==> config.mk <==
export PLATFORM = sky130hd
export DESIGN_NAME = fmtx_ctrl_master
export DESIGN_NICKNAME = d
export VERILOG_FILES = /design/src/logic/fmtx_ctrl_master.v /design/src/logic/fmtx_tick_gen.v /design/src/logic/fmtx_pin_sync.v
export VERILOG_INCLUDE_DIRS = /design/src /design/src/inc
export SDC_FILE = /design/constraint.sdc
export NUM_CORES = 1
export LEC_CHECK = 0
export BUFFER_PORTS_ARGS = -buffer_cell sky130_fd_sc_hd__buf_2
export CAP_MARGIN = 20
export CORE_ASPECT_RATIO = 1.2
export CORE_MARGIN = 2
export CORE_UTILIZATION = 50
export CTS_CLUSTER_SIZE = 8
export DETAILED_ROUTE_END_ITERATION = 10
export GPL_ROUTABILITY_DRIVEN = 0
export PLACE_DENSITY_LB_ADDON = 0.08
export SLEW_MARGIN = 20
export SYNTH_ARGS = -nofsm -noshare
export SYNTH_HDL_FRONTEND = slang
export SYNTH_HIERARCHICAL = 1
export SYNTH_SLANG_ARGS = --single-unit
==> constraint.sdc <==
create_clock -name clk_in -period 3.7 [get_ports clk_in]
set_input_delay 0.37 -clock clk_in [delete_from_list [all_inputs] [get_ports clk_in]]
set_output_delay 0.37 -clock clk_in [all_outputs]
set_load 0.01 [all_outputs]
==> src/inc/fmtx_defines.vh <==
// Constants for the FM transmitter two-wire control master.
// Assumes a 40 MHz system clock and open-drain pads resolved outside.
`ifndef FMTX_DEFINES_VH
`define FMTX_DEFINES_VH

`define FMTX_SLAVE_ADDR 7'h2C
`define FMTX_DIR_WRITE 1'b0
`define FMTX_DIR_READ 1'b1
`define FMTX_CLK_HZ 40000000
`define FMTX_SCL_MAX_HZ 400000
// Quarter of an SCL period in system clocks, rounded up so the bus stays slow
`define FMTX_QUARTER_CYC ((`FMTX_CLK_HZ + 4 * `FMTX_SCL_MAX_HZ - 1) / (4 * `FMTX_SCL_MAX_HZ))
// Power-up settle time 0.1 s and channel switch 10 ms, in microseconds
`define FMTX_PUP_US 100000
`define FMTX_CHSW_US 10000
`define FMTX_CYC_PER_US 40
// Bus-free time before the repeated read frame, 21.3 us in clocks
`define FMTX_RESTART_CYC 24'h000354
`define FMTX_REG_SYSTEM 8'h00
`define FMTX_REG_CHAN_LOW 8'h01
`define FMTX_REG_PA_POWER 8'h10
`define FMTX_TX_REQUEST_BIT 5
`define FMTX_CHAN_HI_MSB 9
`define FMTX_PA_MIN 7'h14
`define FMTX_PA_MAX 7'h4B
`define FMTX_PA_MASK 8'h7F

`endif

==> src/logic/fmtx_ctrl_master.v <==
// Two-wire bus master that writes and reads the FM transmitter registers.
// Assumes open-drain pads with pull-ups outside; one command at a time.
`timescale 1ns/1ps
`include "fmtx_defines.vh"
module fmtx_ctrl_master #(
    parameter QUARTER = `FMTX_QUARTER_CYC,
    parameter PUP_CYCLES = `FMTX_PUP_US * `FMTX_CYC_PER_US,
    parameter CHSW_CYCLES = `FMTX_CHSW_US * `FMTX_CYC_PER_US
)(
    input wire clk_in,
    input wire reset_n_in,
    input wire cmd_valid_in,
    input wire cmd_read_in,
    input wire [7:0] cmd_sub_addr_in,
    input wire [7:0] cmd_wdata_in,
    input wire [3:0] cmd_count_in,
    output wire cmd_ready_out,
    output wire wdata_req_out,
    output reg rdata_valid_out,
    output reg [7:0] rdata_out,
    output reg done_out,
    output reg nack_out,
    output reg device_ready_out,
    output reg [9:0] channel_index_out,
    output reg [6:0] pa_power_target_out,
    output reg tx_request_out,
    input wire scl_in,
    output wire scl_out,
    output wire scl_oe_out,
    input wire sda_in,
    output wire sda_out,
    output wire sda_oe_out
);
    localparam ST_WAIT = 4'h0;
    localparam ST_IDLE = 4'h1;
    localparam ST_START = 4'h2;
    localparam ST_BIT = 4'h3;
    localparam ST_ACK = 4'h4;
    localparam ST_STOP = 4'h5;
    localparam ST_GAP = 4'h6;
    localparam ST_DONE = 4'h7;

    // Phases: 0 addr write, 1 sub-address, 2 write data, 3 addr read, 4 read data
    localparam PH_AW = 3'h0;
    localparam PH_SUB = 3'h1;
    localparam PH_WD = 3'h2;
    localparam PH_AR = 3'h3;
    localparam PH_RD = 3'h4;

    reg [3:0] state_q;
    reg [2:0] phase_q;
    reg [1:0] quarter_q;
    reg [2:0] bit_q;
    reg [7:0] shift_q;
    reg [3:0] left_q;
    reg [7:0] ptr_q;
    reg read_q;
    reg scl_low_q;
    reg sda_low_q;
    reg [23:0] wait_q;
    reg wreq_q;
    wire tick;
    wire [1:0] pins_sync;
    wire sda_s;
    wire scl_held;

    // First byte of a transfer: address plus direction bit
    function [7:0] addr_byte;
        input dir;
        begin
            addr_byte = {`FMTX_SLAVE_ADDR, dir};
        end
    endfunction

    fmtx_pin_sync #(.WIDTH(2)) u_sync (
        .clk_in(clk_in),
        .reset_n_in(reset_n_in),
        .async_in({scl_in, sda_in}),
        .sync_out(pins_sync)
    );
    assign sda_s = pins_sync[0];
    // Released clock still reads low: pause pacing so a slow slave may stretch it
    assign scl_held = !scl_low_q && !pins_sync[1];

    fmtx_tick_gen #(.DIVIDE(QUARTER)) u_tick (
        .clk_in(clk_in),
        .reset_n_in(reset_n_in),
        .run_in(state_q != ST_WAIT && state_q != ST_IDLE && state_q != ST_DONE && !scl_held),
        .tick_out(tick)
    );

    // Open-drain: only ever pull low
    assign scl_out = 1'b0;
    assign sda_out = 1'b0;
    assign scl_oe_out = scl_low_q;
    assign sda_oe_out = sda_low_q;
    assign cmd_ready_out = (state_q == ST_IDLE);
    assign wdata_req_out = wreq_q;

    // Main sequencer; each bit spans four ticks, SCL high in quarters 1 and 2
    always @(posedge clk_in)
    begin
        if (!reset_n_in)
        begin
            state_q <= ST_WAIT;
            phase_q <= PH_AW;
            quarter_q <= 2'h0;
            bit_q <= 3'h7;
            shift_q <= 8'h00;
            left_q <= 4'h0;
            ptr_q <= 8'h00;
            read_q <= 1'b0;
            scl_low_q <= 1'b0;
            sda_low_q <= 1'b0;
            wait_q <= 24'h000000;
            wreq_q <= 1'b0;
            rdata_valid_out <= 1'b0;
            rdata_out <= 8'h00;
            done_out <= 1'b0;
            nack_out <= 1'b0;
            device_ready_out <= 1'b0;
            channel_index_out <= 10'h000;
            pa_power_target_out <= 7'h00;
            tx_request_out <= 1'b0;
        end
        else
        begin
            rdata_valid_out <= 1'b0;
            done_out <= 1'b0;
            wreq_q <= 1'b0;
            case (state_q)
                ST_WAIT:
                begin
                    if (wait_q == PUP_CYCLES[23:0] - 24'h000001)
                    begin
                        state_q <= ST_IDLE;
                        device_ready_out <= 1'b1;
                        wait_q <= 24'h000000;
                    end
                    else
                        wait_q <= wait_q + 24'h000001;
                end
                ST_IDLE:
                begin
                    if (cmd_valid_in)
                    begin
                        read_q <= cmd_read_in;
                        ptr_q <= cmd_sub_addr_in;
                        left_q <= cmd_count_in;
                        nack_out <= 1'b0;
                        phase_q <= PH_AW;
                        shift_q <= addr_byte(`FMTX_DIR_WRITE);
                        state_q <= ST_START;
                        quarter_q <= 2'h0;
                    end
                end
                // start: SDA falls while SCL high
                ST_START:
                begin
                    if (tick)
                    begin
                        quarter_q <= quarter_q + 2'h1;
                        if (quarter_q == 2'h0)
                        begin
                            scl_low_q <= 1'b0;
                            sda_low_q <= 1'b0;
                        end
                        else if (quarter_q == 2'h1)
                            sda_low_q <= 1'b1;
                        else if (quarter_q == 2'h2)
                            scl_low_q <= 1'b1;
                        else
                        begin
                            state_q <= ST_BIT;
                            bit_q <= 3'h7;
                        end
                    end
                end
                // data set while SCL low, sampled while high
                ST_BIT:
                begin
                    if (tick)
                    begin
                        quarter_q <= quarter_q + 2'h1;
                        case (quarter_q)
                            2'h0:
                            begin
                                scl_low_q <= 1'b1;
                                sda_low_q <= (phase_q == PH_RD) ? 1'b0 : ~shift_q[7];
                            end
                            2'h1: scl_low_q <= 1'b0;
                            2'h2:
                            begin
                                if (phase_q == PH_RD)
                                    shift_q <= {shift_q[6:0], sda_s};
                                else
                                    shift_q <= {shift_q[6:0], 1'b0};
                            end
                            default:
                            begin
                                scl_low_q <= 1'b1;
                                if (bit_q == 3'h0)
                                    state_q <= ST_ACK;
                                else
                                    bit_q <= bit_q - 3'h1;
                            end
                        endcase
                    end
                end
                ST_ACK:
                begin
                    if (tick)
                    begin
                        quarter_q <= quarter_q + 2'h1;
                        case (quarter_q)
                            2'h0:
                            begin
                                scl_low_q <= 1'b1;
                                // ack read bytes, nack the last
                                sda_low_q <= (phase_q == PH_RD) && (left_q != 4'h1);
                            end
                            2'h1: scl_low_q <= 1'b0;
                            2'h2:
                            begin
                                if (phase_q == PH_RD)
                                begin
                                    rdata_out <= shift_q;
                                    rdata_valid_out <= 1'b1;
                                end
                                else if (sda_s)
                                    nack_out <= 1'b1;
                            end
                            default:
                            begin
                                scl_low_q <= 1'b1;
                                bit_q <= 3'h7;
                                state_q <= ST_BIT;
                                if (nack_out)
                                    state_q <= ST_STOP;
                                else if (phase_q == PH_AW)
                                begin
                                    phase_q <= PH_SUB;
                                    shift_q <= ptr_q;
                                end
                                else if (phase_q == PH_SUB && read_q)
                                    state_q <= ST_STOP;
                                else if (phase_q == PH_AR)
                                    phase_q <= PH_RD;
                                else if (left_q == 4'h0 || (phase_q != PH_SUB && left_q == 4'h1))
                                    state_q <= ST_STOP;
                                else
                                begin
                                    if (phase_q != PH_SUB)
                                    begin
                                        left_q <= left_q - 4'h1;
                                        ptr_q <= ptr_q + 8'h01;
                                    end
                                    if (phase_q != PH_RD)
                                    begin
                                        shift_q <= cmd_wdata_in;
                                        wreq_q <= 1'b1;
                                        phase_q <= PH_WD;
                                        if (ptr_q + {7'h00, phase_q != PH_SUB}
                                            == `FMTX_REG_SYSTEM)
                                        begin
                                            channel_index_out[`FMTX_CHAN_HI_MSB:8] <= cmd_wdata_in[1:0];
                                            tx_request_out <= cmd_wdata_in[`FMTX_TX_REQUEST_BIT];
                                        end
                                        else if (ptr_q + {7'h00, phase_q != PH_SUB}
                                            == `FMTX_REG_CHAN_LOW)
                                            channel_index_out[7:0] <= cmd_wdata_in;
                                        else if (ptr_q + {7'h00, phase_q != PH_SUB}
                                            == `FMTX_REG_PA_POWER)
                                            pa_power_target_out <= cmd_wdata_in[6:0];
                                    end
                                end
                            end
                        endcase
                    end
                end
                // stop: SDA rises while SCL high
                ST_STOP:
                begin
                    if (tick)
                    begin
                        quarter_q <= quarter_q + 2'h1;
                        if (quarter_q == 2'h0)
                        begin
                            scl_low_q <= 1'b1;
                            sda_low_q <= 1'b1;
                        end
                        else if (quarter_q == 2'h1)
                            scl_low_q <= 1'b0;
                        else if (quarter_q == 2'h2)
                            sda_low_q <= 1'b0;
                        else
                            state_q <= (read_q && phase_q == PH_SUB && !nack_out)
                                ? ST_GAP : ST_DONE;
                    end
                end
                // second read phase after bus-free gap
                ST_GAP:
                begin
                    if (wait_q == `FMTX_RESTART_CYC - 24'h000001)
                    begin
                        wait_q <= 24'h000000;
                        phase_q <= PH_AR;
                        shift_q <= addr_byte(`FMTX_DIR_READ);
                        state_q <= ST_START;
                    end
                    else
                        wait_q <= wait_q + 24'h000001;
                end
                // after a write, allow channel switch to settle before next command; reads finish at once
                ST_DONE:
                begin
                    if (wait_q == CHSW_CYCLES[23:0] - 24'h000001 || read_q)
                    begin
                        wait_q <= 24'h000000;
                        done_out <= 1'b1;
                        state_q <= ST_IDLE;
                    end
                    else
                        wait_q <= wait_q + 24'h000001;
                end
                default: state_q <= ST_IDLE;
            endcase
        end
    end
endmodule

==> src/logic/fmtx_tick_gen.v <==
// Quarter-period enable for the two-wire bus clock.
// Assumes one system clock; the tick is a one-cycle pulse.
`timescale 1ns/1ps
module fmtx_tick_gen #(
    parameter DIVIDE = 25
)(
    input wire clk_in,
    input wire reset_n_in,
    input wire run_in,
    output reg tick_out
);
    reg [15:0] count_q;

    // Counter restarts while idle so each bit begins on a full phase
    always @(posedge clk_in)
    begin
        if (!reset_n_in || !run_in)
        begin
            count_q <= 16'h0000;
            tick_out <= 1'b0;
        end
        else if (count_q == DIVIDE[15:0] - 16'h0001)
        begin
            count_q <= 16'h0000;
            tick_out <= 1'b1;
        end
        else
        begin
            count_q <= count_q + 16'h0001;
            tick_out <= 1'b0;
        end
    end
endmodule

==> src/logic/fmtx_pin_sync.v <==
// Two-flop synchroniser for pad inputs.
// Assumes inputs are asynchronous to clk_in.
`timescale 1ns/1ps
module fmtx_pin_sync #(
    parameter WIDTH = 2
)(
    input wire clk_in,
    input wire reset_n_in,
    input wire [WIDTH-1:0] async_in,
    output reg [WIDTH-1:0] sync_out
);
    reg [WIDTH-1:0] meta_q;

    // Idle bus lines are high, so reset to ones
    always @(posedge clk_in)
    begin
        if (!reset_n_in)
        begin
            meta_q <= {WIDTH{1'b1}};
            sync_out <= {WIDTH{1'b1}};
        end
        else
        begin
            meta_q <= async_in;
            sync_out <= meta_q;
        end
    end
endmodule

Word-level counts from Yosys, hierarchy flattened
Cells that the tools add are included.
- add/subtract/negate cells: 7
- $mul: 0
- divide/modulo/power cells: 0
- order comparisons: 0
- equal/unequal tests: 69
- shift operators: 0
- multiplexer cells: 119
- bitwise logic cells: 12
- reduce and logical (&&, ||, !) cells: 54
- operators by type and width (cell ; count):
    $mux W8 ; 21
    $mux W4 ; 26
    $mux W24 ; 3
    $mux W3 ; 24
    $pmux W24 S3 ; 1
    $ne A2 B2 Y1 const B ; 26
    $reduce_and A10 Y1 ; 4
    $ne A3 B3 Y1 const B ; 11
    $pmux W4 S8 ; 1
    $pmux W8 S4 ; 1
    $mux W1 ; 31
    $add A24 B1 Y24 const B ; 1
    $eq A24 B10 Y1 const B ; 1
    $eq A24 B19 Y1 const B ; 1
    $eq A24 B22 Y1 const B ; 1
    $reduce_and A12 Y1 ; 2
    $pmux W3 S3 ; 2
    $reduce_and A17 Y1 ; 1
    $add A16 B1 Y16 const B ; 1
    $eq A16 B5 Y1 const B ; 1
    $eq A4 B3 Y1 const B ; 4
    $pmux W8 S2 ; 1
    $ne A2 B1 Y1 const B ; 7
    $not A1 Y1 ; 12
    other kinds (45) ; 77
- bits in registers: 111
- bits in latches: 0
- RAM bits: 0
- ROM bits: 0
- bits of input ports: 26
- output and inout bits: 36
- logic and storage cells: 286
- memories kept: 0

Depth between registers and ports, before layout
Gate-level depths: netlist (run 1).
- depth after elaboration: 11
- mapped depth: 10
- gate-level depth less buffers: 9

Modules after synthesis
Netlist (run 1), hierarchy kept.
- by module, submodules not included (module ; times used ; cells each ; area each (um2) ; seq. area each (um2)):
    fmtx_ctrl_master ; 1 ; 671 ; 5328.9 ; 1781.7
    fmtx_tick_gen ; 1 ; 88 ; 798.3 ; 340.3
    fmtx_pin_sync ; 1 ; 8 ; 105.1 ; 80.1

Least setup slack after synthesis (run 1)
No wires, ideal clock.
- path kind: reg2reg
- start point: register phase_q[1]
- end point: register pa_power_target_out[0]
- setup time: 130 ps
- arrival time: 2557 ps
- required time: 3570 ps
- path slack: 1013 ps
- cell stages (with the launch flop): 10
- path buffers: 1
- clock period less this slack: 2687 ps
- cell sequence: dfxtp_1 clkbuf_1 nor3b_1 inv_1 ha_1 ha_1 or4_1 a2111oi_4 nand2_1 mux2i_1
- cells in the longest elaborated chain, start to end: 5
- elaborated cells between the ends (all ways): 19
- those cells by class: add/sub (1); eq/ne (6); bitwise (6); reduce/logical (6)
- RTL lines (item ; line ; source):
    from (decl) ; fmtx_ctrl_master.v:51 ; reg [2:0] phase_q;
    from (signal assigned) ; fmtx_ctrl_master.v:106 ; phase_q <= PH_AW;
    from (signal assigned) ; fmtx_ctrl_master.v:151 ; phase_q <= PH_AW;
    from (signal assigned) ; fmtx_ctrl_master.v:242 ; phase_q <= PH_SUB;
    $ne A3 B1 Y1 ; n/a ;
    $add A8 B1 Y8 or $logic_and A1 B1 Y1 (tied branches) ; n/a ;
    $eq A8 B1 Y1 (no source line), or another cell as far along ; n/a ;
    $not A1 Y1 (no source line) ; n/a ;
    $reduce_and A12 Y1 (no source line) (*) ; n/a ;
    to (signal assigned) ; fmtx_ctrl_master.v:274 ; pa_power_target_out <= cmd_wdata_in[6:0];
    to (decl) ; fmtx_ctrl_master.v:25 ; output reg [6:0] pa_power_target_out,
Every way passes the cells marked *; elsewhere a longest branch is shown, timed or not.
A chain may end at the register's enable or synchronous reset.

Worst setup path in the final report (run 1)
- start point: register wait_q[0]
- end point: register wait_q[21]
- cells in the longest elaborated chain, start to end: 4
- elaborated cells between the ends (all ways): 9
- those cells by class: add/sub (1); eq/ne (3); mux (4); reduce/logical (1)
- RTL lines (item ; line ; source):
    from (decl) ; fmtx_ctrl_master.v:60 ; reg [23:0] wait_q;
    from (signal assigned) ; fmtx_ctrl_master.v:141 ; wait_q <= wait_q + 24'h000001;
    from (signal assigned) ; fmtx_ctrl_master.v:312 ; wait_q <= wait_q + 24'h000001;
    from (signal assigned) ; fmtx_ctrl_master.v:324 ; wait_q <= wait_q + 24'h000001;
    parallel branches: the longest is 3 deep, another holds $add A24 B1 Y24 ; n/a ;
    $pmux W24 S3 (*) ; fmtx_ctrl_master.v:131 ; case (state_q)
Mark *: on every way between the ends.

==> results of run 1 <==
==> worst max-delay path, delay by kind of cell, from the launching register on <==
kind | cells | cell delay (ns)
AOI/OAI and AO/OA | 3 | 1.47
DFF | 1 | 0.39
adders and majority gates | 1 | 0.22
and+or+nand+nor | 3 | 0.89
==> per-layer routing <==
metal	GRT usage	wire [um]	vias to the layer above
li1	-	-	2810
met1	0.278	6660	2638
met2	0.427	7720	146
met3	0.0478	701	27
met4	0.0789	319	0
met5	0	0	-
==> stage by stage <==
stage / instances / utilization / total power, mW
3_3_place_gp: 953 / 0.547 / 1.94
4_1_cts: 969 / 0.572 / 2.95
2_1_floorplan: 768 / - / 1.79
3_5_place_dp: 953 / 0.547 / 1.95
5_1_grt: 969 / 0.573 / 3.09
6_report: 969 / 0.573 / 2.94
==> logic make-up (layout without fill, tap and decap cells) <==
family | after synthesis | after routing | synth area share
compound gates | 154 | 154 | 0.171
xor+xnor | 31 | 31 | 0.0436
fa+ha+maj | 19 | 19 | 0.0381
buf+inv | 69 | 109 | 0.0474
flops | 110 | 110 | 0.353
mux | 31 | 31 | 0.0498
other cells | 1 | 2 | 0.000602
simple gates | 352 | 352 | 0.297
==> power breakdown <==
part | leakage [nW] | total, mW | switching (mW) | internal, mW
combinational | 1.59 | 0.596 | 0.377 | 0.219
clock | 0.148 | 1.00 | 0.449 | 0.553
sequential | 0.887 | 1.34 | 0.0913 | 1.25
==> cell type report <==
cell class                      count  area, um2  share of cell area
Clock inverter                      5       66.3             0.00956
Multi-Input combinational cell    589       3750               0.541
Inverter                           24       90.1              0.0130
Timing Repair Buffer               69        383              0.0552
Tap cell                          161        201              0.0290
Sequential cell                   110       2200               0.318
Clock buffer                       11        243              0.0350
==> worst paths after layout <==
check	start	cells after the start	slack (ns)	to
hold / removal	sda_in	2	0.20	u_sync/meta_q[0]
setup / recovery	wait_q[0]	7	0.63	wait_q[21]
setup reg to reg	wait_q[0]	7	0.63	wait_q[21]
hold reg to reg	u_sync/meta_q[1]	1	0.43	u_sync/sync_out[1]
==> flip-flops by register name, indices dropped and copies added, names as in the netlist, 3 cells and up <==
signal               cells
wait_q                  24
phase_q                  3
pa_power_target_out      7
rdata_out                8
channel_index_out       10
state_q                  3
left_q                   4
u_tick/count_q          16
ptr_q                    8
bit_q                    3
shift_q                  8
==> cell usage after synthesis, drive strengths merged, types with 5 or more instances <==
library cell / instances
and3: 12
and4: 5
mux2i: 31
nor2: 77
nand3: 34
nand4: 16
dfxtp: 110
nand2b: 10
or4: 6
a211oi: 11
nor3b: 9
o21a: 5
buf: 10
and2: 12
a21oi: 40
xor2: 13
inv: 23
nor4: 19
nor3: 15
nor2b: 14
nand3b: 6
o211ai: 5
xnor2: 18
or3: 6
o21ai: 36
clkbuf: 35
a31oi: 5
ha: 19
nand2: 99
==> impl_results.md, run 1 <==
* Synth Register Bits at 110
* Commonest non-fill, non-tap cell in the layout: dfxtp_1
* Clk buf depth at 2
* WL per Instance at 15.9 um
* Post-placement cell area at 6620 um2
* Largest net degree at the start of global routing at 51
* DRT Pass-1 Iters at 5
* Setup Slack @ Placement at 0.759 ns
* Clock Latency Late Sink at 0.35 ns
* Synth area leaders: dfxtp_1, nand2_1, mux2i_1, nor2_1, ha_1
* Register area share after synthesis at 0.353
* Vias per cell at 5.80
* Setup CP Type: reg2reg
* Data required, critical path at 3.95 ns
* Final hold slack at 0.198 ns
* Post-CTS Setup Inserts at 0
* Worst hold path class: in2reg
* CTS tree: yes
* Synth Instances at 767
* Vias in the first global route at 5,321
* Synthesized area per cell at 8.13 um2
* Area Growth Syn to Fin at 11.3%
* Final ANT Viol Nets at 0
* Setup ws final at 0.626 ns
* Yosys top cell area share at 0.353
* Synth area leader: dfxtp_1
* DRT iter0 DRCs at 406
* GR Util All Layers at 0.236
* Final-report hold violation count at 0
* Slowest CP cell: o41ai_1
* Fmax at 325 MHz
* Initial core utilization at 0.515
* Top-Level Pins at 62
* Setup Total Neg Slack at 0 ns
* Commonest non-fill, non-tap cells in the layout: dfxtp_1, nand2_1, nor2_1
* Clock skew at 0.0104 ns
* Max cap viols at 0
* Share of layout cells above drive strength 1 at 0.136
* DRT Wirelength at 15.4 mm
* Cts repair resizes at 0
* CP max FO at 5
* H-tree depth at 3
* Unrepaired setup endpoints after global routing: no
* CTS Sinks at 110
* Tightest Pin Transition at 1.05 ns
* Cts bufs inserted at 9
* Via count at 5,621
* Syn Std Cell Area at 6230 um2
* Cell area after layout at 6940 um2
* Post-DP HPWL at 11.2 mm
* Global-route wire length before repair at 25.7 mm
* Synth unique cells at 82
* Die Wd at 106 um
* Core area at 12,100 um2
* Number of synthesis warnings at 6
* Max stage delay on crit path at 0.93 ns
* Startpoint Class: flop
* Initial antenna violation count at 0
* Nets at 848
* Final worst-path cycle share at 0.831
* Top_reg_cell synth: dfxtp_1
* Pwr dens at 424 nW/um2
* Async SR Flop Fraction at 0
* Rows at 44
* # hold bufs at CTS at 0
* Static Leak at 2.63 nW
* I/O Buffers at 59
* Final setup vio count at 0
* Final Max Tran Viols at 0
* CP cell instances: ha_1 > nand2_1 > or3_1 > o41ai_1 > nand3_1 > o2111a_1 > o31a_1
* Remaining DRCs at 0
* Status: complete, no violations
* Slew headroom at 0.292
* Total gr overflow at 0
* Minimum clock period at 3.07 ns
* Root Driver: clkbuf_16
* Crit end category: flop
* CP arrival at 3.32 ns
* DIE AREA at 13,400 um2
* Post-synth EDFFs at 0
* VDD IR max at 278 uV
* Clock transition at path regs at 0.07 ns
* Fillers at 1,168
* # diodes at 0
* DIE HEIGHT at 126 um
Power figures use the tool's default switching activity.
==> run 2, diff against run 1 <==
ABC_AREA = 1   (was default)
clock period = 2.8 ns   (was 3.7 ns; I/O delays follow)
==> impl_results.md, run 2 <==
* Synth cell count leaders: nand2_1, nor2_1, inv_1 (was dfxtp_1, nand2_1, nor2_1)
* Synth area leaders: dfxtp_1, nand2_1, nor2_1, inv_1, nand3_1 (was dfxtp_1, nand2_1, mux2i_1, nor2_1, ha_1)
* Async SR Flop Fraction at 0 (unchanged)
* CP Launch Point: phase_q[2] (was wait_q[0])
* DRT Pass-1 Iters at 5 (unchanged)
* DRT Wirelength at 17.1 mm (was 15.4 mm)
* Data required, critical path at 3.06 ns (was 3.95 ns)
* Remaining DRCs at 0 (unchanged)
* Synth Register Bits at 110 (unchanged)
* RR Startpoint: phase_q[2] (was wait_q[0])
* CP arrival at 2.58 ns (was 3.32 ns)
* CP Buf/Inv Count at 3 (was 0)
* Synth unique cells at 41 (was 82)
* Pwr dens at 678 nW/um2 (was 424 nW/um2)
* Initial antenna violation count at 0 (unchanged)
* Total gr overflow at 0 (unchanged)
* Unrepaired setup endpoints after global routing: no (unchanged)
* Cts bufs inserted at 9 (unchanged)
* WL per Instance at 13.4 um (was 15.9 um)
* Regs by FF count: wait_q (24), u_tick/count_q (16), channel_index_out (10) (unchanged)
* Vias per cell at 5.16 (was 5.80)
* Status: complete, no violations (unchanged)
* Setup CP Type: reg2reg (unchanged)
* Post-DP HPWL at 13.4 mm (was 11.2 mm)
* I/O Buffers at 59 (unchanged)
* Synth Instances at 1,052 (was 767)
* Share of layout cells above drive strength 1 at 0.116 (was 0.136)
* Worst hold path class: in2reg (unchanged)
* Cts repair resizes at 0 (unchanged)
* Setup Slack @ Placement at 0.486 ns (was 0.759 ns)
* # diodes at 0 (unchanged)
* Largest net degree at the start of global routing at 37 (was 51)
* Max FFs per register at 24 (unchanged)
* Register area share after synthesis at 0.333 (was 0.353)
* Tightest Pin Transition at 0.561 ns (was 1.05 ns)
* Final-report hold violation count at 0 (unchanged)
* H-tree depth at 3 (unchanged)
* CP delay by family, top: simple AND/OR/NAND/NOR gates (was compound AO/OA/AOI/OAI gates)
* Final Max Tran Viols at 0 (unchanged)
* Clock skew at 0.00903 ns (was 0.0104 ns)
* VDD IR max at 301 uV (was 278 uV)
* Post-synth EDFFs at 0 (unchanged)
* HP Start: sda_in (unchanged)
* Synth area leader: dfxtp_1 (unchanged)
* Fmax at 431 MHz (was 325 MHz)
* DIE HEIGHT at 130 um (was 126 um)
* Final ANT Viol Nets at 0 (unchanged)
* Top-Level Pins at 62 (unchanged)
* Minimum clock period at 2.32 ns (was 3.07 ns)
* Clock transition at path regs at 0.08 ns (was 0.07 ns)
* Final setup vio count at 0 (unchanged)
* Synthesized area per cell at 6.28 um2 (was 8.13 um2)
* Top_reg_cell synth: dfxtp_1 (unchanged)
* Rows at 46 (was 44)
* Core area at 13,100 um2 (was 12,100 um2)
* Final worst-path cycle share at 0.829 (was 0.831)
* Via count at 6,620 (was 5,621)
* Crit end category: flop (unchanged)
* Clock Latency Late Sink at 0.37 ns (was 0.35 ns)
* CP cell instances: inv_1 > nand2_1 > nor2_1 > inv_1 > ha_1 > ha_1 > nand3_1 > nor2_1 > nand2_1 > nand2_1 > nor2_8 > nand2_4 > inv_1 > nand3_1 > nand2_1 > nor2_1 (was ha_1 > nand2_1 > or3_1 > o41ai_1 > nand3_1 > o2111a_1 > o31a_1)
* Clk buf depth at 2 (unchanged)
* Commonest non-fill, non-tap cell in the layout: nand2_1 (was dfxtp_1)
* DIE AREA at 14,200 um2 (was 13,400 um2)
* Yosys top cell area share at 0.333 (was 0.353)
* Startpoint Class: flop (unchanged)
* Area Growth Syn to Fin at 11.3% (about the same)
* CP most frequent cell: nand2_1
* Largest Register: wait_q (unchanged)
* GR Util All Layers at 0.250 (was 0.236)
* Slew headroom at 0.626 (was 0.292)
* Initial core utilization at 0.506 (was 0.515)
* CTS tree: yes (unchanged)
* Syn Std Cell Area at 6610 um2 (was 6230 um2)
* DRT iter0 DRCs at 340 (was 406)
* Max stage delay on crit path at 0.33 ns (was 0.93 ns)
* Setup ws final at 0.479 ns (was 0.626 ns)
* CTS Sinks at 110 (unchanged)
* Die Wd at 109 um (was 106 um)
* Commonest non-fill, non-tap cells in the layout: nand2_1, nor2_1, inv_1 (was dfxtp_1, nand2_1, nor2_1)
* Number of synthesis warnings at 6 (unchanged)
* Vias in the first global route at 6,070 (was 5,321)
* Static Leak at 3.37 nW (was 2.63 nW)
* Max cap viols at 0 (unchanged)
* # hold bufs at CTS at 0 (unchanged)
* Nets at 1,154 (was 848)
* Top-count cell post-synth: nand2_1 (was dfxtp_1)
* Post-CTS Setup Inserts at 0 (unchanged)
* CP max FO at 10 (was 5)
* Global-route wire length before repair at 27.8 mm (was 25.7 mm)
* Slowest CP cell: dfxtp_1 (was o41ai_1)
* Setup Total Neg Slack at 0 ns (unchanged)
* Root Driver: clkbuf_16 (unchanged)
[run 2: changes by cell type after synthesis, moves of 10 or more]
| cell | delta |
|---|---|
| nand2_1 | +161 |
| nor2_1 | +127 |
| inv_1 | +112 |
| nand3_1 | +40 |
| mux2i_1 | -31 |
| clkbuf_1 | -23 |
| o21ai_0 | +21 |
| a21oi_1 | +16 |
| nor4_1 | -16 |
| nor2b_1 | -14 |
| and2_1 | -12 |
| and3_1 | -10 |
| nand2b_1 | -10 |
| xnor2_1 | -10 |
[run 2: cells by family after synthesis]
logic type	after synthesis	share of synthesized area
XOR/XNOR	15	0.0199
adder cells (fa/ha/maj)	19	0.0360
other	1	0.000568
AO/OA/AOI/OAI	134	0.111
buffers and inverters	168	0.104
AND/OR/NAND/NOR	605	0.396
flip-flops	110	0.333
[run 2: area by class of cell]
cell class	instances	area, um2
clock buffer	9	225
clock inverter	7	71.3
fill	1383	5710
inverter	141	529
multi-input combinational	775	3720
sequential	110	2200
tap	168	210
timing repair buffer	72	393
[run 2: where the power goes]
part           switching, mW  internal, mW
Clock                  0.665         0.631
Combinational           1.23         0.572
Sequential             0.162          1.72
Total                   2.06          2.93
[run 2: per-stage QoR]
stage / cells / total power [mW] / utilization / hold slack (ns) / cell area [um2]
final: 1282 / 4.99 / 0.563 / 0.0816 / 7360
after global routing: 1282 / 5.34 / 0.563 / 0.0877 / 7360
after CTS: 1282 / 5.02 / 0.563 / 0.0734 / 7360
after detailed placement: 1266 / 3.72 / 0.540 / 0.402 / 7060
after global placement: 1266 / 3.71 / 0.540 / 0.393 / 7060
after floorplan: 1053 / 3.28 / - / 0.349 / 6610
[run 2: worst paths after layout]
path / cells past startpoint / to / slack (ns)
worst min-delay path: 3 / u_sync/meta_q[0] / 0.08
worst min register to register: 2 / u_sync/sync_out[0] / 0.42
worst max register to register: 16 / pa_power_target_out[1] / 0.48
worst max-delay path: 16 / pa_power_target_out[1] / 0.48
[run 2: metal layers]
layer	vias to the layer above	routed length (um)	GRT usage
met1	2949	7020	0.271
met5	-	0	0
li1	3460	-	-
met2	165	8750	0.467
met4	0	666	0.129
met3	46	687	0.0335
[run 2: tightest hold or removal path, delay by kind of cell]
kind,cells,cell delay [ns]
AND/OR/NAND/NOR,1,0.04
buffers and inverters,2,0.10
==> run 3, diff against run 2 <==
clock period = 2.35 ns   (was 2.8 ns; I/O delays follow)
==> impl_results.md, run 3 (synthesis results as in run 2) <==
* Data required, critical path at 2.63 ns (was 3.06 ns)
* Clock skew at 0.0161 ns (was 0.00903 ns)
* Crit end category: flop (unchanged)
* Clock transition at path regs at 0.08 ns (about the same)
* DRT Pass-1 Iters at 5 (unchanged)
* CTS Sinks at 110 (unchanged)
* Top-Level Pins at 62 (unchanged)
* Final worst-path cycle share at 0.911 (was 0.829)
* Post-Route Utilization at 0.575 (was 0.563)
* Worst hold path class: in2reg (unchanged)
* DRT iter0 DRCs at 326 (was 340)
* Clock share of power at 0.254 (was 0.260)
* CP max FO at 5 (was 10)
* Reg area at 2200 um2 (unchanged)
* Net Sw Frac at 0.405 (was 0.413)
* CP cell instances: inv_2 > nand2_1 > nor2_2 > inv_1 > ha_1 > ha_2 > nand3_2 > xor2_2 > nand2_1 > nor2_4 > buf_4 > nand4_1 > nand2_1 > nor2_1 (was inv_1 > nand2_1 > nor2_1 > inv_1 > ha_1 > ha_1 > nand3_1 > nor2_1 > nand2_1 > nand2_1 > nor2_8 > nand2_4 > inv_1 > nand3_1 > nand2_1 > nor2_1)
* Vias per cell at 5.11 (was 5.16)
* Cts bufs inserted at 9 (unchanged)
* Core area at 13,100 um2 (unchanged)
* Status: complete, no violations (unchanged)
* CTS tree: yes (unchanged)
* Final Max Tran Viols at 0 (unchanged)
* CP most frequent cell: nand2_1 (unchanged)
* VDD IR max at 408 uV (was 301 uV)
* P_sw at 2.48 mW (was 2.06 mW)
* Area Growth Syn to Fin at 13.7% (was 11.3%)
* Clock Latency Late Sink at 0.37 ns (about the same)
* DIE HEIGHT at 130 um (unchanged)
* CP Buf/Inv Count at 3 (unchanged)
* Fillers at 1,318 (was 1,383)
* CP delay by family, top: simple AND/OR/NAND/NOR gates (unchanged)
* Via count at 6,614 (was 6,620)
* Setup CP Type: reg2reg (unchanged)
* DRT Wirelength at 17.3 mm (was 17.1 mm)
* Root Driver: clkbuf_16 (unchanged)
* Minimum clock period at 2.14 ns (was 2.32 ns)
* Vias in the first global route at 6,045 (was 6,070)
* # diodes at 0 (unchanged)
* H-tree depth at 3 (unchanged)
* GR Util All Layers at 0.250 (about the same)
* Nets at 1,166 (was 1,154)
* Largest net degree at the start of global routing at 46 (was 37)
* Share of layout cells above drive strength 1 at 0.135 (was 0.116)
* Fin cells at 1,294 (was 1,282)
* Max FFs per register at 24 (unchanged)
* Static Leak at 3.43 nW (was 3.37 nW)
* CP arrival at 2.42 ns (was 2.58 ns)
* Max stage delay on crit path at 0.33 ns (about the same)
* Final setup vio count at 0 (unchanged)
* Regs by FF count: wait_q (24), u_tick/count_q (16), channel_index_out (10) (unchanged)
* Slowest CP cell: dfxtp_1 (unchanged)
* Clk buf depth at 2 (unchanged)
* Final-report hold violation count at 0 (unchanged)
* Sequential share of power at 0.366 (was 0.378)
* Startpoint Class: flop (unchanged)
* DIE AREA at 14,200 um2 (unchanged)
* Rows at 46 (unchanged)
* Pint at 3.65 mW (was 2.93 mW)
* WL per Instance at 13.3 um (was 13.4 um)
* Fmax at 467 MHz (was 431 MHz)
* Die Wd at 109 um (unchanged)
* Commonest non-fill, non-tap cells in the layout: nand2_1, nor2_1, inv_1 (unchanged)
* Placed insts at 1,272 (was 1,266)
* Final ANT Viol Nets at 0 (unchanged)
* Remaining DRCs at 0 (unchanged)
* # hold bufs at CTS at 0 (unchanged)
* I/O Buffers at 59 (unchanged)
* Initial core utilization at 0.506 (unchanged)
* Global-route wire length before repair at 27.9 mm (was 27.8 mm)
* Initial antenna violation count at 0 (unchanged)
* Commonest non-fill, non-tap cell in the layout: nand2_1 (unchanged)
* Total gr overflow at 0 (unchanged)
* Combinational power share at 0.380 (was 0.362)
* Largest Register: wait_q (unchanged)
* Pwr dens at 816 nW/um2 (was 678 nW/um2)
* Multi-input gate area at 3770 um2 (was 3720 um2)
* Post-DP HPWL at 13.3 mm (was 13.4 mm)
* Max cap viols at 0 (unchanged)
## run 3: layout make-up
cell class / instances / area share
timing repair buffer: 84 / 0.0660
clock inverter: 6 / 0.00850
inverter: 141 / 0.0710
clock buffer: 10 / 0.0318
multi-input combinational: 775 / 0.501
sequential: 110 / 0.293
tap: 168 / 0.0280
## run 3: power groups by stage
stage,sequential (mW),combinational [mW],clock [mW]
2_1_floorplan,2.22,1.68,0
3_3_place_gp,2.28,2.16,0
3_5_place_dp,2.28,2.17,0
4_1_cts,2.24,2.18,1.59
5_1_grt,2.27,2.62,1.67
6_report,2.25,2.33,1.56
## run 3: final timing paths
kind              cells after the start  slack [ns]                   end        startpoint
setup reg to reg                     14        0.21  channel_index_out[4]        phase_q[2]
hold reg to reg                       2        0.43    u_sync/sync_out[1]  u_sync/meta_q[1]
hold / removal                        3        0.04      u_sync/meta_q[1]            scl_in
setup / recovery                     14        0.21  channel_index_out[4]        phase_q[2]
## run 3: what timing repair did
item,CTS,global route
setup buffers,0,6
gates resized for setup,0,13
setup endpoints to repair,0,21
## run 3: worst min-delay path: cells and delay by family
kind | cells | cell delay, ns
buffers and inverters | 2 | 0.10
and+or+nand+nor | 1 | 0.04
## run 3: layer usage
metal / global-route usage / share of wire / up-vias
li1: - / - / 3465
met1: 0.276 / 0.43 / 2937
met2: 0.464 / 0.50 / 170
met3: 0.0400 / 0.041 / 42
met4: 0.112 / 0.030 / 0
met5: 0 / 0 / -
## run 3: metrics by stage
step / hold slack [ns] / power [mW] / area (um2) / worst slack, ns / setup TNS (ns)
3_3_place_gp: 0.400 / 4.44 / 7100 / 0.158 / 0
6_report: 0.0443 / 6.13 / 7510 / 0.208 / 0
3_5_place_dp: 0.404 / 4.45 / 7100 / 0.109 / 0
5_1_grt: 0.0604 / 6.56 / 7510 / -0.0106 / -0.0106
2_1_floorplan: 0.304 / 3.90 / 6610 / 0.268 / 0
4_1_cts: 0.0337 / 6.00 / 7410 / 0.0834 / 0
